**config.mk**
```make
export PLATFORM = sky130hd
export DESIGN_NAME = flash_clock_security_index_regs
export DESIGN_NICKNAME = d
export VERILOG_FILES = /design/src/flash_timebase.v /design/src/flash_clock_security_index_regs.v
export VERILOG_INCLUDE_DIRS = /design/src
export SDC_FILE = /design/constraint.sdc
export NUM_CORES = 1
export LEC_CHECK = 0
export BUFFER_PORTS_ARGS = -buffer_cell sky130_fd_sc_hd__buf_2
export CORE_MARGIN = 2
export CORE_UTILIZATION = 52
export DETAILED_ROUTE_END_ITERATION = 8
export PLACE_DENSITY = 0.92
export SETUP_SLACK_MARGIN = 0.05
export SYNTH_ARGS = -nofsm -noshare
export SYNTH_HDL_FRONTEND = slang
export SYNTH_SLANG_ARGS = --single-unit
```
**constraint.sdc**
```tcl
create_clock -name i_sys_clk -period 4.3 [get_ports i_sys_clk]
set_clock_uncertainty 0.05 [all_clocks]
set_input_delay 0.43 -clock i_sys_clk [delete_from_list [all_inputs] [get_ports i_sys_clk]]
set_output_delay 0.43 -clock i_sys_clk [all_outputs]
set_load 0.03 [all_outputs]
```
**src/flash_ctl_defs.vh**
```
// Purpose: constants for the flash clock, security and index registers
// Assumes: byte-wide register port, printed offsets used as addresses
// Notes: definitions only
`ifndef FLASH_CTL_DEFS_VH
`define FLASH_CTL_DEFS_VH

`define ADDR_W 16
`define OFS_CLOCK_DIVIDER 16'h0100
`define OFS_SECURITY_STATE 16'h0101
`define OFS_COMMAND_INDEX 16'h0102
`define OFS_FACTORY_TEST 16'h0103

`define BIT_DIVIDER_LOADED 7
`define BIT_DIVIDER_LOCK 6
`define DIV_MSB 5
`define DIV_LSB 0
`define BACKDOOR_KEY_ENABLE_FIELD_MSB 7
`define BACKDOOR_KEY_ENABLE_FIELD_LSB 6
`define SEC_MSB 1
`define SEC_LSB 0
`define INDEX_MSB 2
`define INDEX_LSB 0

`define BACKDOOR_KEY_ENABLE_FIELD_ENABLED 2'h2
`define SEC_UNSECURED 2'h2
`define SECURITY_FAULT_VALUE 8'hFF
`define DIVIDER_RESET 6'h00
`define INDEX_RESET 3'h0
`define SECURITY_RESET 8'hFF
`define TIMEBASE_KHZ 1000
`define BUS_CLOCK_KHZ 40000

`endif

```
**src/flash_timebase.v**
```verilog
// Purpose: divides the bus clock into a one-cycle 1 MHz tick
// Assumes: divider value and enable come from registers
// Notes: period is divider value plus one bus clocks
`timescale 1ns/1ps
`default_nettype none
module flash_timebase #(
  parameter DIV_W = 6
) (
  input wire i_sys_clk,
  input wire i_rst_b,
  input wire i_enable,
  input wire [DIV_W-1:0] i_divider,
  output reg o_tick
);
  reg [DIV_W-1:0] count;

  always @(posedge i_sys_clk or negedge i_rst_b) begin
    if (!i_rst_b) begin
      count <= {DIV_W{1'b0}};
      o_tick <= 1'b0;
    end else if (!i_enable) begin
      count <= {DIV_W{1'b0}};
      o_tick <= 1'b0;
    end else if (count >= i_divider) begin
      // Compare with >= so a smaller new value cannot strand the count
      count <= {DIV_W{1'b0}};
      o_tick <= 1'b1;
    end else begin
      count <= count + {{(DIV_W-1){1'b0}}, 1'b1};
      o_tick <= 1'b0;
    end
  end
endmodule // flash_timebase
`default_nettype wire

```
**src/flash_clock_security_index_regs.v**
```verilog
// Purpose: clock divider, security, command index and test registers
// Assumes: byte register port, read data the cycle after the strobe
// Notes: security byte is delivered by the reset-sequence loader
//
// Behaviour
// - Bit 7 reads one after any write
// - Bit 6 locks divider until reset
// - Divider field makes 1 MHz program tick
// - Divider writable during flash reset sequence
// - Security register read-only, writes ignored
// - Security loaded from stored byte at reset
// - Double fault during load sets all bits
// - Key enable only when field is 10
// - Security field 10 means unsecured
// - Backdoor unlock forces security field 10
// - Index field bits 2-0 read/write
// - Other index bits read zero
// - Factory test register reads zero
//
// Our own choice: the plain strobed port.
`timescale 1ns/1ps
`default_nettype none
`include "flash_ctl_defs.vh"
module flash_clock_security_index_regs #(
  parameter DIV_W = 6,
  parameter IDX_W = 3
) (
  input wire i_sys_clk,
  input wire i_rst_b,
  input wire [15:0] i_addr,
  input wire [7:0] i_wdata,
  input wire i_wr,
  input wire i_rd,
  output reg [7:0] o_rdata,
  input wire i_sec_load,
  input wire [7:0] i_sec_byte,
  input wire i_sec_double_fault,
  input wire i_backdoor_unlock,
  output wire o_timebase_tick,
  output wire o_timing_enable,
  output wire [DIV_W-1:0] o_divider_value,
  output wire [IDX_W-1:0] o_command_word_index,
  output wire o_backdoor_key_enabled,
  output wire o_unsecured
);
  reg divider_loaded_flag;
  reg divider_lock_bit;
  reg [DIV_W-1:0] divider_value_field;
  reg [7:0] flash_security_state;
  reg backdoor_unsecured;
  reg [IDX_W-1:0] command_word_index_field;
  reg [7:0] next_rdata;
  wire [1:0] security_state_field;
  wire [1:0] backdoor_key_enable_field;
  wire wr_div;
  wire wr_idx;

  function sel;
    input [15:0] a;
    input [15:0] ofs;
    begin
      sel = (a == ofs);
    end
  endfunction

  assign wr_div = i_wr && sel(i_addr, `OFS_CLOCK_DIVIDER);
  assign wr_idx = i_wr && sel(i_addr, `OFS_COMMAND_INDEX);

  // divider and lock writable anytime until bit 6 is set
  // Writes are not gated by command state, so reset-sequence setup works
  always @(posedge i_sys_clk or negedge i_rst_b) begin
    if (!i_rst_b) begin
      divider_loaded_flag <= 1'b0;
      divider_lock_bit <= 1'b0;
      divider_value_field <= `DIVIDER_RESET;
    end else if (wr_div) begin
      divider_loaded_flag <= 1'b1;
      if (!divider_lock_bit) begin
        divider_value_field <= i_wdata[`DIV_MSB:`DIV_LSB];
        divider_lock_bit <= i_wdata[`BIT_DIVIDER_LOCK];
      end
    end
  end

  always @(posedge i_sys_clk or negedge i_rst_b) begin
    if (!i_rst_b) begin
      flash_security_state <= `SECURITY_RESET;
    end else if (i_sec_load) begin
      flash_security_state <= i_sec_double_fault ? `SECURITY_FAULT_VALUE
                                                 : i_sec_byte;
    end
  end

  // Backdoor unlock persists until the next reset
  always @(posedge i_sys_clk or negedge i_rst_b) begin
    if (!i_rst_b) begin
      backdoor_unsecured <= 1'b0;
    end else if (i_backdoor_unlock) begin
      backdoor_unsecured <= 1'b1;
    end
  end

  assign security_state_field = backdoor_unsecured ? `SEC_UNSECURED :
    flash_security_state[`SEC_MSB:`SEC_LSB];
  assign backdoor_key_enable_field =
    flash_security_state[`BACKDOOR_KEY_ENABLE_FIELD_MSB:`BACKDOOR_KEY_ENABLE_FIELD_LSB];
  assign o_backdoor_key_enabled =
    (backdoor_key_enable_field == `BACKDOOR_KEY_ENABLE_FIELD_ENABLED);
  assign o_unsecured = (security_state_field == `SEC_UNSECURED);

  always @(posedge i_sys_clk or negedge i_rst_b) begin
    if (!i_rst_b) begin
      command_word_index_field <= `INDEX_RESET;
    end else if (wr_idx) begin
      command_word_index_field <= i_wdata[IDX_W-1:0];
    end
  end

  always @* begin
    next_rdata = 8'h00;
    if (sel(i_addr, `OFS_CLOCK_DIVIDER)) begin
      next_rdata = {divider_loaded_flag, divider_lock_bit,
                    divider_value_field};
    end else if (sel(i_addr, `OFS_SECURITY_STATE)) begin
      next_rdata = {flash_security_state[7:2], security_state_field};
    end else if (sel(i_addr, `OFS_COMMAND_INDEX)) begin
      next_rdata = {{(8-IDX_W){1'b0}}, command_word_index_field};
    end else begin
      next_rdata = 8'h00;
    end
  end

  // Unmapped addresses and idle cycles return zero
  always @(posedge i_sys_clk or negedge i_rst_b) begin
    if (!i_rst_b) begin
      o_rdata <= 8'h00;
    end else if (i_rd) begin
      o_rdata <= next_rdata;
    end else begin
      o_rdata <= 8'h00;
    end
  end

  assign o_timing_enable = divider_loaded_flag;
  assign o_divider_value = divider_value_field;
  assign o_command_word_index = command_word_index_field;

  flash_timebase #(
    .DIV_W(DIV_W)
  ) u_timebase (
    .i_sys_clk(i_sys_clk),
    .i_rst_b(i_rst_b),
    .i_enable(divider_loaded_flag),
    .i_divider(divider_value_field),
    .o_tick(o_timebase_tick)
  );
endmodule // flash_clock_security_index_regs
`default_nettype wire

```
==> summary.md, run 1 <==
| Metric | Value |
|---|---|
| Status | `complete, no violations` |
| Iteration-0 DRC Markers | `23` |
| DRT Pass-1 Iters | `4` |
| Seq cells post-synth | `35` |
| Max IR drop VDD | `138 µV` |
| WL per Instance | `12.8 µm` |
| Detailed Place HPWL | `2730 µm` |
| Post-synth EDFFs | `0` |
| Mapped cell area | `1660 µm²` |
| Dpl cells | `253` |
| Post-synthesis async set-or-reset flop share | `1.00` |
| GRT overflow | `0` |
| Synth cell count leaders | `nor2_1 (29), dfrtp_1 (27), a21oi_1 (13), inv_1 (12), mux2_2 (9)` |
| Clock power share | `0.316` |
| Slowest stage delay, CP | `0.76 ns` |
| CP required | `4.52 ns` |
| Post-route setup TNS | `0 ns` |
| Gr usage total | `0.215` |
| Reg-to-reg startpoint | `o_divider_value[5]` |
| Core area | `3050 µm²` |
| Initial antenna violation count | `0` |
| Antenna cells | `0` |
| Residual DRC | `0` |
| Vias per cell | `5.04` |
| Tcrit/Tclk final | `0.454` |
| Fmax | `512 MHz` |
| Static leakage | `1.03 nW` |
| Max-cap violations | `0` |
| DRT Wirelength | `3350 µm` |
| Reg2reg end | `u_timebase.o_tick` |
| H-tree depth | `2` |
| Crit path buffers/inverters | `1` |
| Logic pwr share | `0.086` |
| Vias | `1316` |
| Cell variety after synth | `30` |
| Yosys top cell by area | `dfrtp_1` |
| Pwr Density | `280 nW/µm²` |
| Largest family of logic cells by synthesized area | `simple AND/OR/NAND/NOR gates` |
| Vias in the first global route | `1302` |
| Top-area cell type share of the netlist area | `0.406` |
| Port-buffer cells | `58` |
| Bufs on Longest Clock Path | `2` |
| Synthesized Nets | `200` |
| CTS tree | `yes` |
| Post-Synth Simple-Gate Area | `0.190` |
| PostCTS Resize Cnt | `0` |
| Psw | `0.135 mW` |
| Mux cell area share after synthesis | `0.0971` |
| Count leader, synth | `nor2_1` |
| Crit path max-delay family | `compound AO/OA/AOI/OAI gates` |
| Share of layout cells above drive strength 1 | `0.410` |
| Xor and xnor area share after synthesis | `0.0211` |
| Final ANT Viol Nets | `0` |
| Final setup vio count | `0` |
| Post-CTS setup buffer count | `0` |
| Setup ws final | `2.35 ns` |
| RSZ-0062 raised after global routing | `false` |
| GP Congestion | `0.822` |
| Place WS | `2.15 ns` |
| Nets | `262` |
| Final Non-Filler Cells | `261` |
| Synthesized area per cell | `10.8 µm²` |
| R2r setup slk | `2.35 ns` |
| Critical path class | `reg2reg` |
| Yosys warnings | `0` |
| Largest cells by area after synthesis | `dfrtp_1 (41%), dfstp_2 (13%), nor2_1 (6.5%)` |
| Total power | `0.576 mW` |
| Hold Fails Final Rpt | `0` |
| Worst-path clk slew | `0.11 ns` |
| Global-route wire length before repair | `5660 µm` |
| Sw Share | `0.235` |
| Pins Over Slew Limit | `0` |
| Hold Crit Class | `in2async` |
| Critical-path maximum fanout | `7` |
| Cell with the largest stage delay on the worst path | `o311ai_1` |
| Die ar. | `3670 µm²` |
| Initial Util | `0.545` |
| Measured slew at the worst slew-check pin | `0.857 ns` |
| Die width | `60.6 µm` |
| Clock Latency Late Sink | `0.33 ns` |
| CTS root buffer | `clkbuf_4` |
| CP Cell Sequence | `inv_1 -> ha_1 -> nand2_1 -> o311ai_1 -> and2_1` |
| CP Launch Type | `flop` |
| Cell Int Power | `0.441 mW` |
| Sequential area share after synthesis | `0.533` |
| Clk sinks | `35` |
| Leading register cell type out of synthesis | `dfrtp_1` |
| Sequential share of power | `0.597` |
| Placed cell area | `2000 µm²` |
| Top Ports | `60` |
| Tmin final | `1.95 ns` |
| TritonCTS Buffers | `5` |
| Utilization after layout | `0.674` |
| Slew Limit Headroom | `0.419` |
| Endpoint type of the worst setup path | `flop` |
| Final Cell Area | `2060 µm²` |
| Syn-to-layout area delta | `23.7%` |
| Compound-Gate Fraction of Synth Area | `0.0722` |
| WHS | `0.0940 ns` |
| Die Span Y | `60.6 µm` |
| Site row count | `20` |
| Worst reg2reg path depth | `5` |
| Arrival time at the worst endpoint | `2.17 ns` |
| Hold_buf cts | `0` |
| Mapped Cells | `154` |
| Pin count of the biggest net entering global routing | `36` |
| Synth Area in Adders | `0.0527` |
layout make-up:
class,count,area (µm²)
clock buffers,7,55.1
multi-input cells,104,721
fillers,263,996
flip-flops and latches,35,886
inverters,12,45.0
well taps,44,55.1
repair buffers,58,290
clock inverters,1,5.00
worst reg2reg max path, delay by kind of cell (launching register included):
kind | cells | cell delay (ns)
fa+ha+maj | 1 | 0.30
simple gates | 2 | 0.30
buf+inv | 1 | 0.06
flops | 1 | 0.43
compound gates | 1 | 0.76
layer usage:
| layer | track usage | wire [µm] |
|---|---|---|
| met1 | 0.256 | 1330 |
| met2 | 0.373 | 1780 |
| met3 | 0.0597 | 205 |
| met4 | 0.0839 | 40 |
| met5 | 0 | 0 |
cells by family after synthesis:
family	Yosys count
flops	35
simple gates	57
buf+inv	15
mux	15
xor+xnor	4
compound gates	21
fa+ha+maj	7
how the worst max path moves through the flow:
stage | start | endpoint | slack [ns] | cells after the start
2_1_floorplan | i_addr[12] | o_divider_value[0] | 2.46 | 4
3_3_place_gp | i_addr[12] | o_divider_value[5] | 2.18 | 5
3_5_place_dp | i_addr[12] | o_divider_value[0] | 2.15 | 5
4_1_cts | u_timebase.count[0] | u_timebase.count[3] | 2.34 | 6
5_1_grt | o_divider_value[5] | u_timebase.count[3] | 2.17 | 5
6_report | o_divider_value[5] | u_timebase.o_tick | 2.35 | 5
state kept, by name, summed over array words and instances (netlist names):
register and cells:
u_timebase.o_tick 1, u_timebase.count 6, flash_security_state 8, o_divider_value 6
backdoor_unsecured 1, o_rdata 8, o_command_word_index 3, divider_lock_bit 1
o_timing_enable 1
placed cells by master (no fill, tap or decap), drive strengths merged:
master,Yosys,routed
clkbuf,3,7
o21ai,3,3
dfstp,8,8
nor3,8,8
nor2,29,29
mux2,9,9
dfrtp,27,27
nor4,3,3
a2bb2oi,1,1
a211oi,1,1
buf,0,58
xnor2,2,2
clkinv,0,1
mux2i,6,6
nand2,3,3
a21o,2,2
nor4b,1,1
a21oi,13,13
nand2b,3,3
ha,7,7
inv,12,12
o311ai,1,1
or2,3,3
nand3,2,2
nand4,2,2
and2,1,1
xor2,2,2
nand3b,1,1
nor2b,1,1
power by group through the flow:
stage	clock (mW)	sequential [mW]	combinational (mW)
final	0.182	0.344	0.0498
after global placement	0	0.350	0.0485
after global routing	0.201	0.345	0.0568
after CTS	0.186	0.344	0.0505
after detailed placement	0	0.351	0.0503
after floorplan	0	0.349	0.0210
No activity file was read; power rests on OpenSTA's default activity.
==> inputs of run 2 (changes only) <==
CORE_UTILIZATION = 44   (was 52)
PLACE_DENSITY = 0.84   (was 0.92)
clock period = 1.75 ns   (was 4.3 ns; I/O delays follow)
==> run 2 against run 1 <==
Net effect:
- non-clock buffer count increased by 5
- global-route usage decreased by 3.8 points
- final area is 4.6% higher
- combinational power rose to 2.5 times the previous value
- largest power group unchanged
==> summary.md, run 2 (synthesis results as in run 1) <==
| Metric | Value |
|---|---|
| Status | `complete, no violations` |
| H-tree depth | `2` |
| Largest registers | `flash_security_state x8, o_rdata x8` |
| Slew Limit Headroom | `0.494` |
| Iteration-0 DRC Markers | `44` |
| Vias in the first global route | `1288` |
| Top Ports | `60` |
| Endpoint type of the worst setup path | `flop` |
| Most frequent cells in the layout | `buf_2 (58), nor2_1 (29), dfrtp_1 (25)` |
| Hold EP | `backdoor_unsecured` |
| Final Non-Filler Cells | `270` |
| Vias per cell | `4.86` |
| WL per Instance | `12.9 µm` |
| Worst-path clk slew | `0.07 ns` |
| GP Congestion | `0.875` |
| TritonCTS Buffers | `5` |
| Reg area | `888 µm²` |
| Clk sinks | `35` |
| Residual DRC | `0` |
| Gr usage total | `0.177` |
| RSZ-0062 raised after global routing | `true` |
| Share of layout cells above drive strength 1 | `0.432` |
| Max IR drop VDD | `548 µV` |
| Vias | `1313` |
| Hold Fails Final Rpt | `0` |
| Fmax | `603 MHz` |
| Initial antenna violation count | `0` |
| Final ANT Viol Nets | `0` |
| Global-route wire length before repair | `5580 µm` |
| Clock Latency Late Sink | `0.29 ns` |
| GRT overflow | `0` |
| Most common cell after layout, fill and taps aside | `buf_2` |
| Port-buffer cells | `58` |
| Arrival time at the worst endpoint | `1.79 ns` |
| R2r setup slk | `0.09 ns` |
| Critical path class | `reg2reg` |
| Hold wc startpoint | `i_backdoor_unlock` |
| Bufs on Longest Clock Path | `2` |
| Dpl cells | `261` |
| Post-CTS setup buffer count | `0` |
| Site row count | `22` |
| DRT Pass-1 Iters | `5` |
| Nets | `267` |
| DRT Wirelength | `3470 µm` |
| Post-route setup TNS | `0 ns` |
| Final setup vio count | `0` |
| Worst reg2reg path depth | `6` |
| CTS root buffer | `clkbuf_8` |
| Die ar. | `4290 µm²` |
| Detailed Place HPWL | `2590 µm` |
| Die Span Y | `65.5 µm` |
| Footprint of the multi-input gates | `748 µm²` |
| Static leakage | `1.06 nW` |
| Critical-path maximum fanout | `7` |
| Max-cap violations | `0` |
| Pin count of the biggest net entering global routing | `36` |
| Layout filler cell count | `337` |
| Pins Over Slew Limit | `0` |
| Initial Util | `0.458` |
| CP Launch Type | `flop` |
| Core area | `3630 µm²` |
| Reg-to-reg startpoint | `o_divider_value[5]` |
| Antenna cells | `0` |
| Tmin final | `1.66 ns` |
| CP required | `1.88 ns` |
| Measured slew at the worst slew-check pin | `0.758 ns` |
| Worst Hold Depth | `2` |
| Pwr Density | `707 nW/µm²` |
| Reg2reg end | `u_timebase.o_tick` |
| Tcrit/Tclk final | `0.947` |
| Hold Crit Class | `in2reg` |
| Syn-to-layout area delta | `29.4%` |
| Die width | `65.5 µm` |
| CTS tree | `yes` |
[run 2: cell count changes in the layout (fill, tap and decap cells not counted), sizes merged]
cell / delta
clkbuf: +1
clkinv: -1
dlygate4sd3: +1
buf: +4
[run 2: repair_timing]
action | in CTS | in global routing
hold endpoints to repair | 27 | 0
endpoints found under the setup margin | 0 | 7
hold buffers | 1 | 0
resized for setup | 0 | 3
[run 2: how the worst max path moves through the flow]
| stage | start | end | cells past startpoint |
|---|---|---|---|
| final | o_divider_value[5] | u_timebase.o_tick | 6 |
| after floorplan | o_divider_value[4] | u_timebase.o_tick | 6 |
| after global placement | i_addr[12] | o_divider_value[3] | 6 |
| after CTS | u_timebase.count[0] | u_timebase.o_tick | 6 |
| after global routing | o_divider_value[3] | u_timebase.count[5] | 6 |
| after detailed placement | i_addr[9] | o_divider_value[0] | 6 |
[run 2: per-layer routing]
| layer | track usage | share of wire | vias up |
|---|---|---|---|
| met1 | 0.212 | 0.42 | 600 |
| met5 | 0 | 0 | - |
| met2 | 0.276 | 0.48 | 46 |
| li1 | - | - | 654 |
| met3 | 0.0616 | 0.066 | 13 |
| met4 | 0.104 | 0.033 | 0 |
[run 2: cell type report]
type | instances | share of cell area
clock buffer | 8 | 0.0372
inverter | 12 | 0.0209
multi-input combinational | 104 | 0.348
sequential | 35 | 0.413
tap | 48 | 0.0279
timing repair buffer | 63 | 0.153
[run 2: stage by stage]
step	setup slack [ns]	power (mW)	util	hold slack, ns	area, µm²
6_report	0.0923	1.52	0.592	0.0264	2150
5_1_grt	0.00525	1.60	0.592	0.0212	2150
4_1_cts	0.0758	1.54	0.587	0.0232	2130
3_5_place_dp	-0.0538	0.985	0.562	0.236	2040
3_3_place_gp	0.000881	0.981	0.562	0.225	2040
2_1_floorplan	0.0772	0.909	-	-0.171	1670
[run 2: worst max-delay path, stage by stage (launching register included)]
cell and delay, ns:
dfrtp_2 0.40, inv_1 0.05, ha_1 0.31, nand2_1 0.16
a2bb2oi_2 0.21, o311ai_4 0.17, and2_1 0.19
[run 2: report_power, final]
part,total [mW],switching [mW],internal [mW]
clock,0.550,0.268,0.282
sequential,0.846,0.00989,0.836
combinational,0.125,0.0687,0.0560
total,1.52,0.347,1.17
==> inputs of run 3 (changes only) <==
HOLD_SLACK_MARGIN = 0.08   (was unset)
==> run 3 against run 2 <==
Net effect:
- routed wire length grew 2.0%
- fmax down 0.20%
- combinational power up 17%
- critical endpoint unchanged
- total power increased by 1.2%
- clock-buffer cell count stayed put
- largest cell class unchanged
- setup slack worse by 0.0033 ns
==> summary.md, run 3 (synthesis results as in run 1) <==
| Metric | Value |
|---|---|
| Status | `complete, no violations` |
| CP required | `1.88 ns` |
| Static leakage | `1.11 nW` |
| H-tree depth | `2` |
| GP Congestion | `0.875` |
| Global-route wire length before repair | `5740 µm` |
| Fmax | `602 MHz` |
| Iteration-0 DRC Markers | `29` |
| DRT Pass-1 Iters | `4` |
| Critical path class | `reg2reg` |
| DRT Wirelength | `3540 µm` |
| Nets | `279` |
| CTS root buffer | `clkbuf_8` |
| Tmin final | `1.66 ns` |
| Setup ws final | `0.0890 ns` |
| Pins Over Slew Limit | `0` |
| Pwr Density | `678 nW/µm²` |
| Reg-to-reg startpoint | `o_divider_value[5]` |
| Core area | `3630 µm²` |
| Hold wc startpoint | `i_sec_byte[0]` |
| Most common cell after layout, fill and taps aside | `buf_2` |
| TritonCTS Buffers | `5` |
| Final ANT Viol Nets | `0` |
| Max-cap violations | `0` |
| Tcrit/Tclk final | `0.949` |
| Site row count | `22` |
| Arrival time at the worst endpoint | `1.79 ns` |
| CTS tree | `yes` |
| Detailed Place HPWL | `2590 µm` |
| Final setup vio count | `0` |
| WL per Instance | `12.6 µm` |
| Vias in the first global route | `1350` |
| Residual DRC | `0` |
| Place WS | `-0.0538 ns` |
| Final Cell Area | `2270 µm²` |
| Post-CTS setup buffer count | `0` |
| RSZ-0062 raised after global routing | `true` |
| Syn-to-layout area delta | `36.6%` |
| Clock Latency Late Sink | `0.29 ns` |
| Share of layout cells above drive strength 1 | `0.410` |
| Top Ports | `60` |
| Initial antenna violation count | `0` |
| Largest registers | `flash_security_state x8, o_rdata x8` |
| Slew Limit Headroom | `0.497` |
| Pin count of the biggest net entering global routing | `36` |
| Port-buffer cells | `58` |
| Initial Util | `0.458` |
| Vias | `1371` |
| Clk sinks | `35` |
| Critical-path maximum fanout | `7` |
| Hold Fails Final Rpt | `0` |
| Antenna cells | `0` |
| Max IR drop VDD | `554 µV` |
| Bufs on Longest Clock Path | `2` |
| Die Span Y | `65.5 µm` |
| Layout filler cell count | `312` |
| Gr usage total | `0.181` |
| Worst-path clk slew | `0.07 ns` |
| Vias per cell | `4.86` |
| GRT overflow | `0` |
| Die ar. | `4290 µm²` |
| Die width | `65.5 µm` |
| CP Launch Type | `flop` |
| Most frequent cells in the layout | `buf_2 (58), nor2_1 (29), dfrtp_1 (25)` |
| Endpoint type of the worst setup path | `flop` |
| Hold Crit Class | `in2reg` |
| Measured slew at the worst slew-check pin | `0.754 ns` |
| CP startpoint | `o_divider_value[5]` |
| Placed cell area | `2040 µm²` |
-- run 3: path summary, 6_finish.rpt --
check / end / slack, ns / cells past startpoint
worst min register to register: u_timebase.count[0] / 0.46 / 1
min in group asynchronous: u_timebase.count[0] / 0.44 / 2
worst max-delay path: u_timebase.o_tick / 0.09 / 6
max in group asynchronous: o_divider_value[5] / 0.69 / 2
worst min-delay path: flash_security_state[0] / 0.08 / 3
worst max register to register: u_timebase.o_tick / 0.09 / 6
-- run 3: final cells by class --
class                           count  area [µm²]  area share
Clock buffer                        8        80.1      0.0352
Inverter                           12        45.0      0.0198
Multi-Input combinational cell    104         748       0.329
Sequential cell                    35         888       0.391
Tap cell                           48        60.1      0.0264
Timing Repair Buffer               75         450       0.198
-- run 3: timing repair --
item,in CTS,in global routing
hold buffers,13,0
endpoints found under the setup margin,0,7
hold endpoints to repair,40,0
gates resized for setup,0,3
-- run 3: through the flow --
step | power (mW) | util | std cells | TNS, ns | hold slack (ns)
after detailed placement | 0.985 | 0.562 | 261 | -0.248 | 0.236
after CTS | 1.56 | 0.620 | 282 | 0 | 0.0801
after floorplan | 0.909 | - | 154 | 0 | -0.171
after global placement | 0.981 | 0.562 | 261 | 0 | 0.225
after global routing | 1.62 | 0.625 | 282 | 0 | 0.0877
final | 1.54 | 0.625 | 282 | 0 | 0.0818
-- run 3: worst max-delay path, stage by stage (launching register included) --
cell	delay, ns
dfrtp_2	0.40
inv_1	0.05
ha_1	0.31
nand2_1	0.16
a2bb2oi_2	0.21
o311ai_4	0.17
and2_1	0.19
-- run 3: layer usage --
layer	wire, µm	up-vias	global-route usage
met5	0	-	0
met4	127	0	0.104
met3	208	16	0.0616
met2	1680	50	0.290
met1	1530	628	0.212
li1	-	677	-
-- run 3: power breakdown --
group          switching, mW  total [mW]  leakage [nW]  internal (mW)
clock network          0.265       0.548        0.0395          0.282
logic                 0.0724       0.146         0.631         0.0734
registers             0.0100       0.846         0.443          0.836
